==> src/rtl/tpop_defines.vh <==
/*
 * Constants for the trace packet output path: packet layout, comparator
 * functions, hardware packet identifiers and serializer framing.
 * Assumes it is included by the design files of the trace path and by the testbench.
 */
`ifndef TPOP_DEFINES_VH
`define TPOP_DEFINES_VH

// Packet word: header byte in [31:24], payload in [23:0]
`define TPOP_PKT_W 32
`define TPOP_TS_W 21
// Header tags in the low three header bits; the timestamp header is a whole byte
`define TPOP_SW_TAG 3'h1
`define TPOP_HW_TAG 3'h5
`define TPOP_TS_HDR 8'hC0
// Hardware packet identifiers
`define TPOP_HWID_EXC 5'h01
`define TPOP_HWID_DT 5'h02
`define TPOP_HWID_PC 5'h03
// Formatter source identifier, arbitrary value
`define TPOP_FMT_ID 7'h01
// Comparator function codes
`define TPOP_FUNC_PCSMP 4'h1
`define TPOP_FUNC_DTRACE 4'h2
`define TPOP_FUNC_WATCH 4'h3
// Periodic program-counter sample interval mask on the cycle counter
`define TPOP_PC_PERIOD_MASK 32'h000003FF
// Serializer units per byte and index of the last byte of a word
`define TPOP_SER_UNITS 4'hA
`define TPOP_PAR_UNITS 4'h2
`define TPOP_LAST_BYTE 3'h3
`define TPOP_LAST_BYTE_FMT 3'h4

`endif

==> src/rtl/tpop_trace_path.v <==
/*
 * Trace packet output path: watch unit, software trace source with its
 * arbiter and timestamps, packet buffer, formatter and trace-out stage.
 * Assumes all control inputs come from logic on the core clock; only the
 * trace-out clock arrives from outside and is sampled.
 */
// Summary of operation
// - Packets are buffered, optionally formatted, then serialized onto trace pins.
// - Only packets from the on-chip sources reach the trace pins.
// - The buffer decouples the source rate from the trace-out rate.
// - With formatting on, each word is preceded by a source identifier byte.
// - Outputs are serial trace, trace port clock and four trace lanes.
// - The shared pad carries serial trace or lane 0, never both.
// - Serial trace is driven identically on two pads.
// - All trace leaves the source as packets sent to the buffer.
// - Arbitration grants software first, hardware second, timestamps last.
// - A stimulus write produces one software packet.
// - A 21-bit counter gives timestamps relative to emitted packets.
// - A watch event yields a hardware packet or a halt request.
// - Each comparator uses its own compare, mask and function settings.
// - A watchpoint match requests a halt into debug state.
// - Periodic and cycle-match PC sampling, plus instruction cycle counting.
// - Exception entry, exit and return each emit a packet when enabled.
`include "tpop_defines.vh"
`timescale 1ns/1ps
`default_nettype none

module tpop_trace_path (
    // Clock and reset
    input wire core_clk_in,
    input wire resetn_in,
    // Configuration
    input wire parallel_mode_in,
    input wire formatter_en_in,
    input wire timestamp_en_in,
    input wire exc_trace_en_in,
    input wire pc_sample_en_in,
    input wire cycle_count_en_in,
    // Stimulus writes
    input wire stim_wr_in,
    input wire [4:0] stim_port_in,
    input wire [23:0] stim_data_in,
    output wire stim_ready_out,
    // Core observation
    input wire access_valid_in,
    input wire [31:0] access_addr_in,
    input wire [31:0] pc_in,
    input wire exc_event_in,
    input wire [1:0] exc_kind_in,
    input wire [8:0] exc_num_in,
    // Comparator settings
    input wire [63:0] cmp_value_in,
    input wire [9:0] cmp_mask_in,
    input wire [7:0] cmp_func_in,
    // Status
    output reg halt_req_out,
    output reg hw_drop_out,
    output reg [31:0] cycle_count_out,
    output wire trace_busy_out,
    // Trace link
    input wire trace_out_clk_in,
    output reg shared_pad_out,
    output reg swo_mirror_out,
    output reg trace_port_clock_out,
    output reg trace_lane_1_out,
    output reg trace_lane_2_out,
    output reg trace_lane_3_out,
    output reg parallel_sel_out
);

localparam ST_IDLE = 2'b01;
localparam ST_SEND = 2'b10;

function cmp_hit;
    input [31:0] a;
    input [31:0] v;
    input [4:0] m;
    begin
        cmp_hit = (((a ^ v) & ~((32'h00000001 << m) - 32'h00000001)) == 32'h00000000);
    end
endfunction

wire [1:0] addr_hit;
wire [1:0] wp_hit;
wire [1:0] dt_hit;
wire [1:0] cc_hit;
wire pc_event;
wire exc_ev;
wire hw_new;
reg [31:0] next_hw_word;
reg hw_pend;
reg [31:0] hw_word;
reg sw_pend;
reg [31:0] sw_word;
reg ts_pend;
reg [31:0] ts_word;
reg [`TPOP_TS_W-1:0] ts_cnt;
wire sw_grant;
wire hw_grant;
wire ts_grant;
wire buf_in_ready;
reg buf_in_valid;
reg [31:0] buf_in_data;
wire buf_out_valid;
wire buf_out_ready;
wire [31:0] buf_out_data;
wire link_clk_s;
reg link_clk_d;
wire link_edge;
reg [1:0] state;
reg [31:0] word;
reg fmt_q;
reg [2:0] byte_idx;
reg [3:0] unit_cnt;
reg [7:0] cur_byte;
wire [2:0] last_byte;
wire [3:0] last_unit;
reg ser_bit;

// Cycle counter and periodic sampling
always @(posedge core_clk_in or negedge resetn_in) begin
    if (!resetn_in) begin
        cycle_count_out <= 32'h00000000;
    end else if (cycle_count_en_in) begin
        cycle_count_out <= cycle_count_out + 32'h00000001;
    end
end

genvar gi;
generate
    for (gi = 0; gi < 2; gi = gi + 1) begin : g_cmp
        wire [3:0] func = cmp_func_in[4*gi+3:4*gi];
        wire [4:0] mbits = cmp_mask_in[5*gi+4:5*gi];
        wire [31:0] val = cmp_value_in[32*gi+31:32*gi];
        assign addr_hit[gi] = access_valid_in && cmp_hit(access_addr_in, val, mbits);
        assign wp_hit[gi] = addr_hit[gi] && (func == `TPOP_FUNC_WATCH);
        assign dt_hit[gi] = addr_hit[gi] && (func == `TPOP_FUNC_DTRACE);
        assign cc_hit[gi] = cycle_count_en_in && (func == `TPOP_FUNC_PCSMP) &&
            cmp_hit(cycle_count_out, val, mbits);
    end
endgenerate

assign pc_event = |cc_hit || (pc_sample_en_in && cycle_count_en_in &&
    ((cycle_count_out & `TPOP_PC_PERIOD_MASK) == 32'h00000000));
assign exc_ev = exc_trace_en_in && exc_event_in && (exc_kind_in != 2'h0);
assign hw_new = exc_ev || (|dt_hit) || pc_event;

// Hardware packet contents, exception first
always @* begin
    if (exc_ev) begin
        next_hw_word = {`TPOP_HWID_EXC, `TPOP_HW_TAG, 13'h0000, exc_kind_in, exc_num_in};
    end else if (|dt_hit) begin
        next_hw_word = {`TPOP_HWID_DT, `TPOP_HW_TAG, access_addr_in[23:0]};
    end else begin
        next_hw_word = {`TPOP_HWID_PC, `TPOP_HW_TAG, pc_in[23:0]};
    end
end

// Watch events: halt request or hardware packet
always @(posedge core_clk_in or negedge resetn_in) begin
    if (!resetn_in) begin
        halt_req_out <= 1'b0;
        hw_drop_out <= 1'b0;
        hw_pend <= 1'b0;
        hw_word <= 32'h00000000;
    end else begin
        halt_req_out <= |wp_hit;
        hw_drop_out <= hw_new && hw_pend && !hw_grant;
        if (hw_new && (!hw_pend || hw_grant)) begin
            hw_pend <= 1'b1;
            hw_word <= next_hw_word;
        end else if (hw_grant) begin
            hw_pend <= 1'b0;
        end
    end
end

// Stimulus writes held until granted
assign stim_ready_out = !sw_pend;
always @(posedge core_clk_in or negedge resetn_in) begin
    if (!resetn_in) begin
        sw_pend <= 1'b0;
        sw_word <= 32'h00000000;
    end else if (stim_wr_in && !sw_pend) begin
        sw_pend <= 1'b1;
        sw_word <= {stim_port_in, `TPOP_SW_TAG, stim_data_in};
    end else if (sw_grant) begin
        sw_pend <= 1'b0;
    end
end

// Timestamp counter, captured after each data packet
always @(posedge core_clk_in or negedge resetn_in) begin
    if (!resetn_in) begin
        ts_cnt <= {`TPOP_TS_W{1'b0}};
        ts_pend <= 1'b0;
        ts_word <= 32'h00000000;
    end else begin
        if (sw_grant || hw_grant) begin
            ts_cnt <= {`TPOP_TS_W{1'b0}};
            ts_word <= {`TPOP_TS_HDR, 3'h0, ts_cnt};
        end else if (ts_cnt != {`TPOP_TS_W{1'b1}}) begin
            ts_cnt <= ts_cnt + 21'h000001;
        end
        if ((sw_grant || hw_grant) && timestamp_en_in) begin
            ts_pend <= 1'b1;
        end else if (ts_grant) begin
            ts_pend <= 1'b0;
        end
    end
end

// Fixed priority arbiter into the buffer
assign sw_grant = sw_pend && buf_in_ready;
assign hw_grant = hw_pend && buf_in_ready && !sw_pend;
assign ts_grant = ts_pend && buf_in_ready && !sw_pend && !hw_pend;

always @* begin
    buf_in_valid = sw_pend || hw_pend || ts_pend;
    if (sw_pend) begin
        buf_in_data = sw_word;
    end else if (hw_pend) begin
        buf_in_data = hw_word;
    end else begin
        buf_in_data = ts_word;
    end
end

tpop_buf2 #(
    .WIDTH(`TPOP_PKT_W)
) u_buf (
    .core_clk_in(core_clk_in),
    .resetn_in(resetn_in),
    .in_valid_in(buf_in_valid),
    .in_ready_out(buf_in_ready),
    .in_data_in(buf_in_data),
    .out_valid_out(buf_out_valid),
    .out_ready_in(buf_out_ready),
    .out_data_out(buf_out_data)
);

// Trace-out clock sampling
tpop_sync u_link_sync (
    .core_clk_in(core_clk_in),
    .resetn_in(resetn_in),
    .async_in(trace_out_clk_in),
    .sync_out(link_clk_s)
);

always @(posedge core_clk_in or negedge resetn_in) begin
    if (!resetn_in) begin
        link_clk_d <= 1'b0;
    end else begin
        link_clk_d <= link_clk_s;
    end
end

assign link_edge = link_clk_s && !link_clk_d;
assign buf_out_ready = (state == ST_IDLE);
assign trace_busy_out = (state == ST_SEND) || buf_out_valid;
assign last_byte = fmt_q ? `TPOP_LAST_BYTE_FMT : `TPOP_LAST_BYTE;
assign last_unit = parallel_sel_out ? (`TPOP_PAR_UNITS - 4'h1) : (`TPOP_SER_UNITS - 4'h1);

// Formatter: byte order of one word
always @* begin
    case (fmt_q ? byte_idx : byte_idx + 3'h1)
        3'h0: cur_byte = {`TPOP_FMT_ID, 1'b1};
        3'h1: cur_byte = word[31:24];
        3'h2: cur_byte = word[7:0];
        3'h3: cur_byte = word[15:8];
        3'h4: cur_byte = word[23:16];
        default: cur_byte = 8'h00;
    endcase
end

// Serial frame: start bit, eight data bits LSB first, stop bit
always @* begin
    if (unit_cnt == 4'h0) begin
        ser_bit = 1'b0;
    end else if (unit_cnt == `TPOP_SER_UNITS - 4'h1) begin
        ser_bit = 1'b1;
    end else begin
        ser_bit = cur_byte[unit_cnt[2:0] - 3'h1];
    end
end

// Trace-out stage
always @(posedge core_clk_in or negedge resetn_in) begin
    if (!resetn_in) begin
        state <= ST_IDLE;
        word <= 32'h00000000;
        fmt_q <= 1'b0;
        byte_idx <= 3'h0;
        unit_cnt <= 4'h0;
        parallel_sel_out <= 1'b0;
        shared_pad_out <= 1'b1;
        swo_mirror_out <= 1'b1;
        trace_port_clock_out <= 1'b0;
        trace_lane_1_out <= 1'b0;
        trace_lane_2_out <= 1'b0;
        trace_lane_3_out <= 1'b0;
    end else begin
        case (state)
            ST_IDLE: begin
                parallel_sel_out <= parallel_mode_in;
                if (!parallel_mode_in) begin
                    shared_pad_out <= 1'b1;
                end
                swo_mirror_out <= 1'b1;
                if (buf_out_valid) begin
                    state <= ST_SEND;
                    word <= buf_out_data;
                    fmt_q <= formatter_en_in;
                    byte_idx <= 3'h0;
                    unit_cnt <= 4'h0;
                end
            end
            ST_SEND: begin
                if (link_edge) begin
                    if (parallel_sel_out) begin
                        shared_pad_out <= unit_cnt[0] ? cur_byte[4] : cur_byte[0];
                        trace_lane_1_out <= unit_cnt[0] ? cur_byte[5] : cur_byte[1];
                        trace_lane_2_out <= unit_cnt[0] ? cur_byte[6] : cur_byte[2];
                        trace_lane_3_out <= unit_cnt[0] ? cur_byte[7] : cur_byte[3];
                        trace_port_clock_out <= ~trace_port_clock_out;
                    end else begin
                        shared_pad_out <= ser_bit;
                        swo_mirror_out <= ser_bit;
                    end
                    if (unit_cnt == last_unit) begin
                        unit_cnt <= 4'h0;
                        if (byte_idx == last_byte) begin
                            state <= ST_IDLE;
                        end else begin
                            byte_idx <= byte_idx + 3'h1;
                        end
                    end else begin
                        unit_cnt <= unit_cnt + 4'h1;
                    end
                end
            end
            default: begin
                state <= ST_IDLE;
            end
        endcase
    end
end

endmodule // tpop_trace_path

`default_nettype wire

==> src/rtl/tpop_sync.v <==
/*
 * Two-flop synchronizer for one level from outside the core clock domain.
 * Assumes the input is slow against the core clock.
 */
`timescale 1ns/1ps
`default_nettype none

module tpop_sync (
    // Clock and reset
    input wire core_clk_in,
    input wire resetn_in,
    // Level
    input wire async_in,
    output wire sync_out
);

reg stage1;
reg stage2;

always @(posedge core_clk_in or negedge resetn_in) begin
    if (!resetn_in) begin
        stage1 <= 1'b0;
        stage2 <= 1'b0;
    end else begin
        stage1 <= async_in;
        stage2 <= stage1;
    end
end

assign sync_out = stage2;

endmodule // tpop_sync

`default_nettype wire

==> src/rtl/tpop_buf2.v <==
/*
 * Two-entry packet buffer with valid and ready on both sides.
 * Assumes both sides run on the core clock.
 */
`timescale 1ns/1ps
`default_nettype none

module tpop_buf2 #(
    parameter WIDTH = 32
) (
    // Clock and reset
    input wire core_clk_in,
    input wire resetn_in,
    // Fill side
    input wire in_valid_in,
    output wire in_ready_out,
    input wire [WIDTH-1:0] in_data_in,
    // Drain side
    output wire out_valid_out,
    input wire out_ready_in,
    output wire [WIDTH-1:0] out_data_out
);

reg [WIDTH-1:0] mem [0:1];
reg wr_ptr;
reg rd_ptr;
reg [1:0] count;
wire push;
wire pop;

assign in_ready_out = (count != 2'h2);
assign out_valid_out = (count != 2'h0);
assign out_data_out = mem[rd_ptr];
assign push = in_valid_in && in_ready_out;
assign pop = out_valid_out && out_ready_in;

always @(posedge core_clk_in or negedge resetn_in) begin
    if (!resetn_in) begin
        mem[0] <= {WIDTH{1'b0}};
        mem[1] <= {WIDTH{1'b0}};
        wr_ptr <= 1'b0;
        rd_ptr <= 1'b0;
        count <= 2'h0;
    end else begin
        if (push) begin
            mem[wr_ptr] <= in_data_in;
            wr_ptr <= ~wr_ptr;
        end
        if (pop) begin
            rd_ptr <= ~rd_ptr;
        end
        if (push && !pop) begin
            count <= count + 2'h1;
        end else if (pop && !push) begin
            count <= count - 2'h1;
        end
    end
end

endmodule // tpop_buf2

`default_nettype wire

==> config.mk <==
export PLATFORM = sky130hd
export DESIGN_NAME = tpop_trace_path
export DESIGN_NICKNAME = d
export VERILOG_FILES = /design/src/rtl/tpop_trace_path.v /design/src/rtl/tpop_sync.v /design/src/rtl/tpop_buf2.v
export VERILOG_INCLUDE_DIRS = /design/src /design/src/rtl
export SDC_FILE = /design/constraint.sdc
export NUM_CORES = 1
export LEC_CHECK = 0
export ABC_AREA = 1
export BUFFER_PORTS_ARGS = -buffer_cell sky130_fd_sc_hd__clkbuf_2
export CORE_ASPECT_RATIO = 0.6
export CORE_MARGIN = 4
export CORE_UTILIZATION = 48
export DETAILED_ROUTE_END_ITERATION = 8
export PLACE_DENSITY = 0.68
export RECOVER_POWER = 50
export SYNTH_ARGS = -nofsm -noshare
export SYNTH_HDL_FRONTEND = slang
export SYNTH_SLANG_ARGS = --single-unit
==> constraint.sdc <==
create_clock -name core_clk_in -period 5.3 [get_ports core_clk_in]
set_input_delay 0 -clock core_clk_in [delete_from_list [all_inputs] [get_ports core_clk_in]]
set_output_delay 0 -clock core_clk_in [all_outputs]
set_load 0.1 [all_outputs]
==> impl_metrics.ini <==
[sta]
fin_crit_sh_pct = 80.4
rsz0062_at_grt = false
slew_headroom_pct = -66.1
tightest_slew_ps = 2490
period_minus_slack_ps = 4260
slew_viol_final = 178
timing.final.ws_setup_ps = 1040
finalSetupTns_ps = 0
hold_viol = 0
setup_viol = 0
clock.fmax_mhz = 235
fin_skew_ps = 9.78

[run_status]
status = finished, violations left
violations = capacitance limit, slew limit

[power]
pwr_density_cell_nw_per_um2 = 433
p_sw_uw = 3740
p_clk_share_pct = 21.1
p_comb_share_pct = 43.6
seqPwrFrac_pct = 35.3
power.leakage_uw = 0.0101
peakVddDrop_uv = 367
power_switching_share_pct = 44.9
internal_power_uw = 4590

[floorplanning]
rows = 51
core_area_um2 = 32900
io_pins = 241
initial_core_util_pct = 49.4
die_area_um2 = 37000
die_y_um = 151
fp.dieW_um = 246

[cts]
cts_made_buffers = 25
clkTransAtPathRegs_ps = 70
cts.sinks = 254
htreeDepth = 1
cts_tree = yes
cts.path.max_buffers = 3
insertion_delay_ps = 540
cts-root-buf = clkbuf_16
ctsResizeCount = 0

[logic_synthesis]
yosys.area.top_type = dfrtp_1
syn_area_per_cell_um2 = 7.28
ys_seq_elements = 254
synth_top_cells_by_area = dfrtp_1 39%, nand2_1 16%, xor2_1 7.0%, nand3_1 6.7%, inv_1 4.6%
seq_area_frac_synth_pct = 39.1
syn_area_um2 = 16300
yosysWarnings = 0
synth_nets = 2446
synth_common_cells = 691 x nand2_1, 251 x dfrtp_1, 218 x nand3_1, 199 x inv_1, 174 x nor2_1
async_flop_share_pct = 100
synth_most_common_cell = nand2_1
synth_edf_count = 0
synth_top_area_share_pct = 38.6
yosysUniqueCellTypes = 59
synthFlopType = dfrtp_1
netlist_instances = 2236

[place]
dpl_cell_area_um2 = 17700
place_hpwl_mm = 45.8
gp_congestion = 1.03
portBuffers = 232
place_inst = 2830
dpl_worst_slack_ps = 1200

[global_routing]
grt_overflow = 0
grt_pass1_wl_mm = 88.4
grt.total_usage_pct = 31.2
antenna_found_initial = 1
grt_pass1_vias = 15000
grt_max_degree = 178

[drt]
ant_nets = 0
vias = 16300
avgViaCountPerCell = 5.49
routed_wl_mm = 58.6
first_iter_violations = 1941
drt_pass1_iterations = 5
wl_per_cell_um = 19.8
drc_errors = 0

[job]
maxCapViolations = 1

[setup_path]
cp-end-kind = flop
cpMaxStageDelayCell = nor2_1
crit_chain = clkbuf_2, inv_2, nand4_1, ha_1, nand2_1, nor2_1, nand2_1, nor2_2, nand3b_1, nand3_1, nand4_1, nor2_1, nand3_4, nand2_4, nor2_4, nor2_8, nand3_1, dlygate4sd3_1, nand2_1
start_kind = input pin
cpPeakStageDelay_ps = 610
worstSetupPathType = in -> reg
cp_data_required_time_ps = 5770
arrival_ps = 4730
cp_max_fo = 26
crit_top_cell = nand2_1
r2r_cells = 12

[hold_path]
hold_class = in -> async

[final_layout]
final_util_pct = 58.5
fin_nets = 2702
fillers = 3132
stdcell_count = 2962
final_area_um2 = 19300
area_growth_pct = 18.3
drive_gt1_share_pct = 13.9
## kinds of logic after synthesis
family / after synthesis / synth area share (%)
adders and majority gates: 12 / 0.923
xor gates and xnor gates: 154 / 8.29
AOI/OAI and AO/OA: 217 / 7.99
DFF: 254 / 39.1
buffers and inverters: 314 / 7.74
and+or+nand+nor: 1256 / 33.9
muxes: 29 / 2.01
## repair_timing
item,in CTS,in global routing
hold buffers,85,0
hold endpoints to repair,142,0
setup buffers,0,0
## final timing paths
path / to / startpoint / slack, ps
setup / recovery: hw_word[9]$_DFFE_PN0P_ / cmp_mask_in[9] / 1040
hold / removal: cycle_count_out[27]$_DFFE_PN0P_ / resetn_in / 40
setup reg to reg: cycle_count_out[30]$_DFFE_PN0P_ / cycle_count_out[0]$_DFFE_PN0P_ / 1420
hold reg to reg: u_link_sync.sync_out$_DFF_PN0_ / u_link_sync.stage1$_DFF_PN0_ / 340
max in group asynchronous: cycle_count_out[15]$_DFFE_PN0P_ / resetn_in / 2250
min in group core_clk_in: hw_word[11]$_DFFE_PN0P_ / exc_trace_en_in / 80
## worst max-delay path, delay by kind of cell
family / cells / cell delay, ps
AND/OR/NAND/NOR: 15 / 3310
adder cells (fa/ha/maj): 1 / 240
buffers and inverters: 3 / 1150
## flip-flops by register name, indices dropped and copies added (netlist names), 2 cells and up
register,flops
word,31
state,2
u_buf.mem,62
cycle_count_out,32
ts_cnt,21
unit_cnt,4
hw_word,27
u_buf.count,2
sw_word,30
byte_idx,3
ts_word,22
## metrics by stage
| step | hold WS (ps) | total power (µW) |
|---|---|---|
| floorplan | -296 | 5430 |
| global placement | 23.4 | 6400 |
| detailed placement | 22.5 | 6500 |
| CTS | 53.4 | 8330 |
| global route | 103 | 8890 |
| finish | 42.5 | 8330 |
## layer usage
metal  share of wire (%)  up-vias  track usage [%]
li1                    -     7763                -
met1                  48     7678             50.1
met2                  40      748             42.8
met3                  10       64             6.41
met4                 2.1        0             6.40
met5                   0        -                0
## layout by cell type, fill, tap and decap left out, drive strengths merged, types with 26 or more instances in the layout
cell         synthesis  routed
nor3                26      26
inv                213     217
nor2               196     196
mux2                29      29
nand3              223     223
o21ai              119     119
dfrtp              251     251
nand4               79      79
o211ai              28      28
dlygate4sd3          0      85
clkbuf              63     268
nand2              698     698
xor2               130     130
## power by group through the flow
stage | Combinational [µW] | Sequential [µW] | Clock [µW]
floorplan | 2250 | 3180 | 0
global placement | 3450 | 2950 | 0
detailed placement | 3530 | 2970 | 0
CTS | 3600 | 2930 | 1790
global route | 4020 | 3010 | 1860
finish | 3630 | 2940 | 1760
## layout make-up
cell class | instances | area (µm²) | share of cell area (%)
Clock buffer | 36 | 707 | 3.67
Tap cell | 450 | 563 | 2.92
Sequential cell | 254 | 6360 | 33.0
Inverter | 214 | 803 | 4.17
Clock inverter | 9 | 85.1 | 0.442
Antenna cell | 2 | 5.00 | 0.0260
Timing Repair Buffer | 329 | 2060 | 10.7
Multi-Input combinational cell | 1668 | 8670 | 45.0
No activity file was read; power rests on OpenSTA's default activity.
